**config.mk**
```make
export PLATFORM = sky130hd
export DESIGN_NAME = nbgr_top
export DESIGN_NICKNAME = d
export VERILOG_FILES = /design/src/nbgr_pkg.sv /design/src/nbgr_top.sv
export VERILOG_INCLUDE_DIRS = /design/src
export SDC_FILE = /design/constraint.sdc
export NUM_CORES = 1
export LEC_CHECK = 0
export BUFFER_PORTS_ARGS = -buffer_cell sky130_fd_sc_hd__buf_2
export CORE_MARGIN = 10
export CORE_UTILIZATION = 50
export CTS_BUF_LIST = sky130_fd_sc_hd__clkbuf_8
export CTS_CLUSTER_SIZE = 25
export DETAILED_ROUTE_END_ITERATION = 8
export GPL_TIMING_DRIVEN = 0
export PLACE_DENSITY = 0.72
export SLEW_MARGIN = 5
export SYNTH_ARGS = -nofsm -noshare
export SYNTH_HDL_FRONTEND = slang
export SYNTH_SLANG_ARGS = --single-unit
```
**constraint.sdc**
```tcl
create_clock -name CLOCK -period 1.45 [get_ports CLOCK]
set_input_delay 0.2175 -clock CLOCK [delete_from_list [all_inputs] [get_ports CLOCK]]
set_output_delay 0.2175 -clock CLOCK [all_outputs]
set_load 0.005 [all_outputs]
```
**src/nbgr_consts.svh**
```systemverilog
`ifndef NBGR_CONSTS_SVH
`define NBGR_CONSTS_SVH

// Width of the stored word and of each output bank
`define NBGR_WIDTH      9

// Bundled pin sample: {clock, clear_n, gate_n, drive_n, data[8:0]}
`define NBGR_IN_WIDTH   13
`define NBGR_IN_CLK     12
`define NBGR_IN_CLEAR_N 11
`define NBGR_IN_GATE_N  10
`define NBGR_IN_DRV_N   9
`define NBGR_IN_DATA_HI 8
`define NBGR_IN_DATA_LO 0

// Idle pin levels: clock low, clear, gate and drive released, data low
`define NBGR_IN_RST     13'h0e00

// Cleared contents of the register
`define NBGR_STORE_RST  9'h000

// Output enable pattern while the bus is released
`define NBGR_OE_OFF     9'h000

`endif

```
**src/nbgr_pkg.sv**
```systemverilog
`include "nbgr_consts.svh"

package nbgr_pkg;

	typedef logic [`NBGR_WIDTH-1:0]    nbgr_word_t;
	typedef logic [`NBGR_IN_WIDTH-1:0] nbgr_in_t;

endpackage

```
**src/nbgr_top.sv**
```systemverilog
`timescale 1ns/10ps
`default_nettype none
`include "nbgr_consts.svh"

module nbgr_top
	import nbgr_pkg::*;
(
	input  wire logic             CLOCK,
	input  wire logic             SRST,
	input  wire logic             REGISTER_CLOCK,
	input  wire logic             REGISTER_CLEAR_N,
	input  wire logic             CAPTURE_GATE_N,
	input  wire logic             OUTPUT_DRIVE_N,
	input  wire nbgr_word_t       PARALLEL_INPUTS,
	output var  nbgr_word_t       BUS_DRIVERS,
	output var  nbgr_word_t       BUS_DRIVERS_OE
);

	// A bit moves only when the two later stages agree; otherwise it keeps its value
	function automatic nbgr_in_t filter_agree(
		input nbgr_in_t s2,
		input nbgr_in_t s3,
		input nbgr_in_t held
	);
		nbgr_in_t agree;
		agree = ~(s2 ^ s3);
		filter_agree = (agree & s3) | (~agree & held);
	endfunction

	nbgr_in_t   pin_bundle;
	nbgr_in_t   sync1_r;
	nbgr_in_t   sync2_r;
	nbgr_in_t   sync3_r;
	nbgr_in_t   filt_r;
	nbgr_in_t   filt_nxt;
	logic       clk_prev_r;
	nbgr_word_t store_r;
	nbgr_word_t store_nxt;
	nbgr_word_t oe_nxt;

	wire logic       f_clk;
	wire logic       f_clear_n;
	wire logic       f_gate_n;
	wire logic       f_drv_n;
	wire nbgr_word_t f_data;
	wire logic       clk_rise;
	wire logic       load_ok;

	// All pins share one pipeline so data keeps its alignment to the clock pin
	assign pin_bundle = {REGISTER_CLOCK, REGISTER_CLEAR_N, CAPTURE_GATE_N,
		OUTPUT_DRIVE_N, PARALLEL_INPUTS};
	assign filt_nxt   = filter_agree(sync2_r, sync3_r, filt_r);

	assign f_clk     = filt_r[`NBGR_IN_CLK];
	assign f_clear_n = filt_r[`NBGR_IN_CLEAR_N];
	assign f_gate_n  = filt_r[`NBGR_IN_GATE_N];
	assign f_drv_n   = filt_r[`NBGR_IN_DRV_N];
	assign f_data    = filt_r[`NBGR_IN_DATA_HI:`NBGR_IN_DATA_LO];

	assign clk_rise = f_clk & ~clk_prev_r;
	assign load_ok  = clk_rise & ~f_gate_n & f_clear_n;

	// Clear first, then a gated edge, else hold; the drive enable plays no part here
	assign store_nxt = !f_clear_n ? `NBGR_STORE_RST :
		load_ok ? f_data : store_r;

	assign oe_nxt = f_drv_n ? `NBGR_OE_OFF : ~`NBGR_OE_OFF;

	always_ff @(posedge CLOCK) begin
		if (SRST) begin
			sync1_r <= `NBGR_IN_RST;
			sync2_r <= `NBGR_IN_RST;
			sync3_r <= `NBGR_IN_RST;
			filt_r  <= `NBGR_IN_RST;
		end else begin
			sync1_r <= pin_bundle;
			sync2_r <= sync1_r;
			sync3_r <= sync2_r;
			filt_r  <= filt_nxt;
		end
	end

	always_ff @(posedge CLOCK) begin
		if (SRST) begin
			clk_prev_r     <= 1'b0;
			store_r        <= `NBGR_STORE_RST;
			BUS_DRIVERS    <= `NBGR_STORE_RST;
			BUS_DRIVERS_OE <= `NBGR_OE_OFF;
		end else begin
			clk_prev_r     <= f_clk;
			store_r        <= store_nxt;
			// Value copy is kept beside the store so the output stays a plain flop
			BUS_DRIVERS    <= store_nxt;
			BUS_DRIVERS_OE <= oe_nxt;
		end
	end

	// Clear held on the pin long enough to pass the filter empties the outputs
	property p_pin_clear;
		@(posedge CLOCK) disable iff (SRST)
		(!REGISTER_CLEAR_N)[*6] |-> (BUS_DRIVERS == `NBGR_STORE_RST);
	endproperty
	a_pin_clear: assert property (p_pin_clear)
		else $error("pin clear did not empty the outputs");

	property p_clear_wins;
		@(posedge CLOCK) disable iff (SRST)
		(!f_clear_n && clk_rise && !f_gate_n) |=> (store_r == `NBGR_STORE_RST);
	endproperty
	a_clear_wins: assert property (p_clear_wins)
		else $error("clear lost against a gated clock edge");

	property p_load;
		@(posedge CLOCK) disable iff (SRST)
		(clk_rise && !f_gate_n && f_clear_n) |=> (store_r == $past(f_data));
	endproperty
	a_load: assert property (p_load)
		else $error("gated edge did not load the data");

	property p_gate_hold;
		@(posedge CLOCK) disable iff (SRST)
		(f_gate_n && f_clear_n) |=> $stable(store_r);
	endproperty
	a_gate_hold: assert property (p_gate_hold)
		else $error("store changed with the gate closed");

	property p_edge_only;
		@(posedge CLOCK) disable iff (SRST)
		(!clk_rise && f_clear_n) |=> $stable(store_r);
	endproperty
	a_edge_only: assert property (p_edge_only)
		else $error("store changed without a rising clock edge");

	property p_true_out;
		@(posedge CLOCK) disable iff (SRST)
		(clk_rise && !f_gate_n && f_clear_n) |=> (BUS_DRIVERS == $past(f_data));
	endproperty
	a_true_out: assert property (p_true_out)
		else $error("output not equal to the loaded data");

	property p_drive_on;
		@(posedge CLOCK) disable iff (SRST)
		!f_drv_n |=> (BUS_DRIVERS_OE == ~`NBGR_OE_OFF);
	endproperty
	a_drive_on: assert property (p_drive_on)
		else $error("outputs not driven with drive enable low");

	property p_drive_off;
		@(posedge CLOCK) disable iff (SRST)
		f_drv_n |=> (BUS_DRIVERS_OE == `NBGR_OE_OFF);
	endproperty
	a_drive_off: assert property (p_drive_off)
		else $error("outputs not released with drive enable high");

	property p_common_oe;
		@(posedge CLOCK) disable iff (SRST)
		(BUS_DRIVERS_OE == `NBGR_OE_OFF) || (BUS_DRIVERS_OE == ~`NBGR_OE_OFF);
	endproperty
	a_common_oe: assert property (p_common_oe)
		else $error("output enables split across bits");

	property p_drive_no_effect;
		@(posedge CLOCK) disable iff (SRST)
		($changed(f_drv_n) && f_clear_n && !clk_rise) |=> $stable(store_r);
	endproperty
	a_drive_no_effect: assert property (p_drive_no_effect)
		else $error("drive enable disturbed the store");

	property p_load_released;
		@(posedge CLOCK) disable iff (SRST)
		(f_drv_n && clk_rise && !f_gate_n && f_clear_n) |=> (store_r == $past(f_data));
	endproperty
	a_load_released: assert property (p_load_released)
		else $error("load failed while outputs released");

	property p_bits_apart;
		@(posedge CLOCK) disable iff (SRST)
		(clk_rise && !f_gate_n && f_clear_n && f_data[0] != f_data[8])
			|=> (BUS_DRIVERS[0] != BUS_DRIVERS[8]);
	endproperty
	a_bits_apart: assert property (p_bits_apart)
		else $error("storage bits not independent");

	// Clear keeps the word empty on every cycle that it is held
	property p_clear_hold;
		@(posedge CLOCK) disable iff (SRST)
		!f_clear_n |=> (store_r == `NBGR_STORE_RST) && (BUS_DRIVERS == `NBGR_STORE_RST);
	endproperty
	a_clear_hold: assert property (p_clear_hold)
		else $error("store not empty while clear held");

	property p_clear_released;
		@(posedge CLOCK) disable iff (SRST)
		(!f_clear_n && f_drv_n && (store_r != `NBGR_STORE_RST))
			|=> (store_r == `NBGR_STORE_RST);
	endproperty
	a_clear_released: assert property (p_clear_released)
		else $error("clear failed while outputs released");

	c_load: cover property (@(posedge CLOCK) disable iff (SRST)
		load_ok ##1 (BUS_DRIVERS != `NBGR_STORE_RST));
	c_clear: cover property (@(posedge CLOCK) disable iff (SRST)
		(BUS_DRIVERS != `NBGR_STORE_RST) ##1 !f_clear_n ##1 (BUS_DRIVERS == `NBGR_STORE_RST));
	c_gate_hold: cover property (@(posedge CLOCK) disable iff (SRST)
		clk_rise && f_gate_n && f_clear_n);
	c_load_released: cover property (@(posedge CLOCK) disable iff (SRST)
		load_ok && f_drv_n);
	c_clear_released: cover property (@(posedge CLOCK) disable iff (SRST)
		!f_clear_n && f_drv_n && (store_r != `NBGR_STORE_RST));

endmodule

`default_nettype wire

```
==> flow_summary.json, run 1 <==
{
  "status": "completed",
  "grt_overflow": 0,
  "worstSetupStartpoint": "BUS_DRIVERS_OE[7]",
  "fmax_mhz": 806.7,
  "syn_inst": 190,
  "post-cts-setup-buffers": 0,
  "reg2reg_from": "clk_prev_r",
  "firstDrtPassIters": 4,
  "ir_drop_mv": 0.8508,
  "yosys.area_share.simple": 0.2179,
  "design.die.area_um2": 7106,
  "grt.busiest_layer": "met2",
  "met3_usage": 0.03961,
  "cp_max_fo": 9,
  "layout.nets": 247,
  "synth.mux.area_fraction": 0.04358,
  "synth_compound_area_frac": 0.06659,
  "finalHoldViolations": 0,
  "relSlewSlack": 0.8350,
  "synth_top_cell_area_share": 0.6102,
  "syn_area_um2": 2067,
  "finClkSkew_ps": 6.338,
  "cpPeakStageDelay_ps": 450,
  "critPathRequiredTime_ps": 1230,
  "clk_latency_ps": 320,
  "synthDistinctLibCells": 15,
  "cts_buffer_depth": 2,
  "worst-path-stages": 2,
  "startpoint_type": "flop",
  "synth_ff_type": "dfxtp_1",
  "avgSynthCellArea_um2": 10.88,
  "grt_use_met1": 0.1143,
  "io_buffers": 31,
  "pin_count": 33,
  "synth_top_cell_by_area": "dfxtp_1",
  "tritoncts": "built",
  "fin_crit_sh": 0.8550,
  "grt_pass1_vias": 1332,
  "die_x_um": 84.30,
  "dp_hpwl_mm": 2.391,
  "met2_usage": 0.1452,
  "ys_seq_area_frac": 0.6102,
  "gp_congestion": 0.6599,
  "maxCapViolations": 0,
  "synthArstFlopShare": 0,
  "synth_fp_nets": 205,
  "leakage_nw": 1.015,
  "grt_pass1_wl_mm": 5.802,
  "crit_arrival_ps": 1020,
  "rsz0062_at_grt": "no",
  "yosysMostFrequentCell": "dfxtp_1",
  "drc": 0,
  "diodes": 0,
  "min_period_ps": 1240,
  "clk_pin_slew_ps": 60,
  "cts_resized": 0,
  "utilization": 0.6121,
  "grt.total_usage": 0.09964,
  "start_util": 0.5167,
  "crit_path_cell_trace": "buf_4, buf_2",
  "htreeDepth": 3,
  "yosys_warnings": 0,
  "r2r_end": "store_r[0]",
  "drt_iter0_drc": 62,
  "antenna_found_initial": 0,
  "cts_buffers": 9,
  "cts.sinks": 63,
  "die_y_um": 84.30,
  "crit_path_end": "BUS_DRIVERS_OE[2]",
  "synthToLayoutAreaGrowth_pct": 18.46,
  "post_drt_wl_per_cell_um": 11.85,
  "synth_fa_ha_area_frac": 0,
  "cts_root_buf": "clkbuf_8",
  "grt_max_degree": 11,
  "core_um2": 4000,
  "num-fill-cells": 355,
  "row_count": 23,
  "drtAntennaViolNets": 0,
  "yosys.area_share.xor_xnor": 0,
  "reg2reg_slack_ps": 430,
  "p_per_area_nw_per_um2": 1283,
  "final_max_slew_viol_count": 0,
  "crit_family": "flip-flops",
  "synth_top_family_by_area": "simple AND/OR/NAND/NOR gates",
  "synth_area_leaders": "dfxtp_1, nor2b_1, nand3b_1, mux2i_1, a21oi_1",
  "via_count": 1335,
  "worstRegToRegCells": 3,
  "hp-class": "input port to flop",
  "fin_tns_setup_ps": 0,
  "worst_pin_slew_ps": 247.1,
  "path_class": "flop to output pin",
  "synth-edff-count": 0,
  "layout-drive-gt1-share": 0.2979,
  "ys_ff_latch": 63,
  "crit_path_end_kind": "output pin",
  "crit_buf_inv": 2,
  "netlist_top_cells_count": "dfxtp_1, nor2b_1, nand3b_1",
  "critPathSlowestCell": "dfxtp_1",
  "routed_wl_mm": 3.377,
  "drt-vias-per-instance": 4.684,
  "hold_buffers": 0,
  "final-setup-viol-count": 0
}
-- worst register-to-register path, delay by kind of cell, from the launching register on --
family                 cells  cell delay, ps
buffers and inverters      1             170
flip-flops                 1             300
multiplexers               1             200
AND/OR/NAND/NOR            1             280
-- cells in the final DEF (no fill, tap or decap), types with 3 or more instances in the layout --
cell      count
a21oi_1      13
buf_2        40
buf_4         8
clkbuf_8     11
dfxtp_1      63
mux2i_1       9
nand2_1      10
nand3b_1     18
nor2_1        4
nor2b_1      31
o21ai_0      10
o21bai_1      3
or2_2         8
-- worst min path at each step --
| stage | startpoint | end | slack, ps | cells after the start |
|---|---|---|---|---|
| 5_1_grt | CAPTURE_GATE_N | sync1_r[10] | 70 | 2 |
| 2_1_floorplan | CAPTURE_GATE_N | sync1_r[10] | 310 | 1 |
| 4_1_cts | OUTPUT_DRIVE_N | sync1_r[9] | 60 | 2 |
| 6_report | OUTPUT_DRIVE_N | sync1_r[9] | 80 | 2 |
| 3_3_place_gp | sync1_r[9] | sync2_r[9] | 390 | 1 |
| 3_5_place_dp | sync1_r[9] | sync2_r[9] | 390 | 1 |
-- metal layers --
layer	share of wire	wire, µm	up-vias
met3	0.069	234	3
met1	0.48	1628	595
met5	0	0	-
met4	0.010	34	0
met2	0.44	1479	43
li1	-	-	694
-- kinds of logic (layout without fill, tap and decap cells) --
family                 count (synthesis)  in the layout
and+or+nand+nor                       73             73
muxes                                  9              9
DFF                                   63             63
AOI/OAI and AO/OA                     26             26
buffers and inverters                 19             64
-- area by class of cell --
type,instances,area [µm²],share of cell area
tap,50,62.56,0.02555
buffer,19,127.6,0.05212
clock buffer,11,151.4,0.06183
multi-input combinational,108,678.2,0.2770
sequential,63,1261,0.5151
timing repair buffer,31,155.1,0.06336
clock inverter,3,12.51,0.005110
-- per-stage QoR --
stage          total power, mW  instance area (µm²)  setup WS [ps]  hold WS, ps  instances
2_1_floorplan            1.894                 2067          534.2        314.6        190
5_1_grt                  3.269                 2449          123.1        71.85        285
3_3_place_gp             1.927                 2285          480.1        392.4        271
3_5_place_dp             1.931                 2285          438.8        394.5        271
4_1_cts                  3.180                 2449          172.2        63.49        285
6_report                 3.142                 2449          210.3        78.48        285
-- power by group --
group / switching (mW) / leakage (nW) / internal [mW]
clock: 0.573 / 0.0937 / 0.679
combinational: 0.0423 / 0.407 / 0.0551
sequential: 0.0171 / 0.515 / 1.78
Power figures use the tool's default switching activity.
==> inputs of run 2 (changes only) <==
==> constraint.sdc (replaced) <==
create_clock -name CLOCK -period 1.45 [get_ports CLOCK]
set_input_delay 0 -clock CLOCK [delete_from_list [all_inputs] [get_ports CLOCK]]
set_output_delay 0 -clock CLOCK [all_outputs]
set_load 0.005 [all_outputs]
==> run 2 against run 1 <==
Compared with the run above: clock power hardly changed; power is 1.1% higher; global-route usage increased by 0.53 points; count of clock-buffer cells in the layout stayed put; register-to-register slack hardly changed; cell count increased by 4.9%; critical path depth did not move; worst hold slack improved by 320 ps; sequential power about the same; critical path type unchanged; critical endpoint unchanged.
==> flow_summary.json, run 2 (synthesis results as in run 1) <==
{
  "crit_path_cell_trace": "buf_4, buf_2",
  "fin_total_pwr_mw": 3.176,
  "fin_tns_setup_ps": 0,
  "whs_path_depth": 3,
  "relSlewSlack": 0.8352,
  "finalHoldViolations": 0,
  "synthToLayoutAreaGrowth_pct": 25.24,
  "whs_ps": 399.5,
  "cts_root_buf": "clkbuf_8",
  "cts_buffers": 9,
  "min_period_ps": 1022,
  "firstDrtPassIters": 4,
  "grt_overflow": 0,
  "drt-vias-per-instance": 4.615,
  "io_buffers": 31,
  "clk_latency_ps": 320,
  "via_count": 1380,
  "pin_count": 33,
  "status": "completed",
  "cts.sinks": 63,
  "antenna_found_initial": 0,
  "core_um2": 4000,
  "row_count": 23,
  "final_max_slew_viol_count": 0,
  "drtAntennaViolNets": 0,
  "clk_pin_slew_ps": 60,
  "worstRegToRegCells": 3,
  "final_cell_mix": "dfxtp_1, buf_2, nor2b_1, nand3b_1, dlygate4sd3_1",
  "hold_path.startpoint": "CAPTURE_GATE_N",
  "path_class": "flop to output pin",
  "fin_crit_sh": 0.7049,
  "final-setup-viol-count": 0,
  "grt_pass1_vias": 1408,
  "die_x_um": 84.30,
  "p_per_area_nw_per_um2": 1227,
  "post_drt_wl_per_cell_um": 11.99,
  "critPathRequiredTime_ps": 1450,
  "finClkSkew_ps": 6.458,
  "start_util": 0.5167,
  "reg2reg_slack_ps": 430,
  "crit_path_end_kind": "output pin",
  "utilization": 0.6472,
  "design.die.area_um2": 7106,
  "maxCapViolations": 0,
  "die_y_um": 84.30,
  "grt_max_degree": 11,
  "leakage_nw": 1.074,
  "reg2reg_from": "clk_prev_r",
  "min_to": "sync1_r[10]",
  "critPathSlowestCell": "dfxtp_1",
  "grt.total_usage": 0.1050,
  "cpPeakStageDelay_ps": 450,
  "rsz0062_at_grt": "no",
  "hp-class": "input port to flop",
  "diodes": 0,
  "cts_buffer_depth": 2,
  "tritoncts": "built",
  "layout-drive-gt1-share": 0.2811,
  "fmax_mhz": 978.4,
  "ir_drop_mv": 0.8594,
  "grt_pass1_wl_mm": 6.127,
  "htreeDepth": 3,
  "postLayoutSetupSlackWorst_ps": 427.9,
  "drc": 0,
  "final_common_cell": "dfxtp_1",
  "worst_pin_slew_ps": 246.9,
  "routed_wl_mm": 3.584,
  "layout.nets": 261,
  "gp_congestion": 0.6599,
  "startpoint_type": "flop",
  "drt_iter0_drc": 70,
  "dp_hpwl_mm": 2.391,
  "crit_arrival_ps": 1020,
  "r2r_end": "store_r[0]",
  "cp_max_fo": 9,
  "pre_cts_ws_ps": 438.8
}
-- run 2: what timing repair did --
item / 4_1_cts / 5_1_grt
endpoints found under the setup margin: 0 / 0
setup buffers: 0 / 0
hold buffers: 14 / 0
endpoints found under the hold margin: 14 / 0
gates resized for setup: 0 / 0
-- run 2: how the worst max path moves through the flow --
stage / start / endpoint / cells past startpoint
after global placement: flop / store_r[2] / 3
after CTS: BUS_DRIVERS_OE[7] / BUS_DRIVERS_OE[2] / 2
final: BUS_DRIVERS_OE[7] / BUS_DRIVERS_OE[2] / 2
after floorplan: clk_prev_r / store_r[0] / 3
after global routing: BUS_DRIVERS_OE[7] / BUS_DRIVERS_OE[2] / 2
after detailed placement: flop / store_r[4] / 3
-- run 2: power breakdown --
part | total [mW] | internal, mW | switching, mW
clock | 1.25 | 0.679 | 0.575
combinational | 0.128 | 0.0797 | 0.0485
sequential | 1.79 | 1.78 | 0.0174
total | 3.18 | 2.53 | 0.641
-- run 2: critical path: cells and delay by family (launching register included) --
kind,cells,cell delay [ps]
flip-flops,1,450
buffers and inverters,2,250
-- run 2: layout make-up --
cell class / count / area [µm²]
Clock inverter: 3 / 12.51
Buffer: 19 / 127.6
Sequential cell: 63 / 1261
Fill cell: 329 / 1411
Tap cell: 50 / 62.56
Multi-Input combinational cell: 108 / 678.2
Clock buffer: 11 / 151.4
Timing Repair Buffer: 45 / 295.3
-- run 2: layer usage --
metal / part of all wire / vias to the layer above / global-route usage
met1: 0.47 / 616 / 0.1137
li1: - / 723 / -
met2: 0.45 / 38 / 0.1625
met4: 0.0095 / 0 / 0.07610
met3: 0.070 / 3 / 0.04251
met5: 0 / - / 0
-- run 2: through the flow --
step | instances | cell area (µm²)
after floorplan | 190 | 2067
after global placement | 271 | 2285
after detailed placement | 271 | 2285
after CTS | 299 | 2589
after global routing | 299 | 2589
final | 299 | 2589
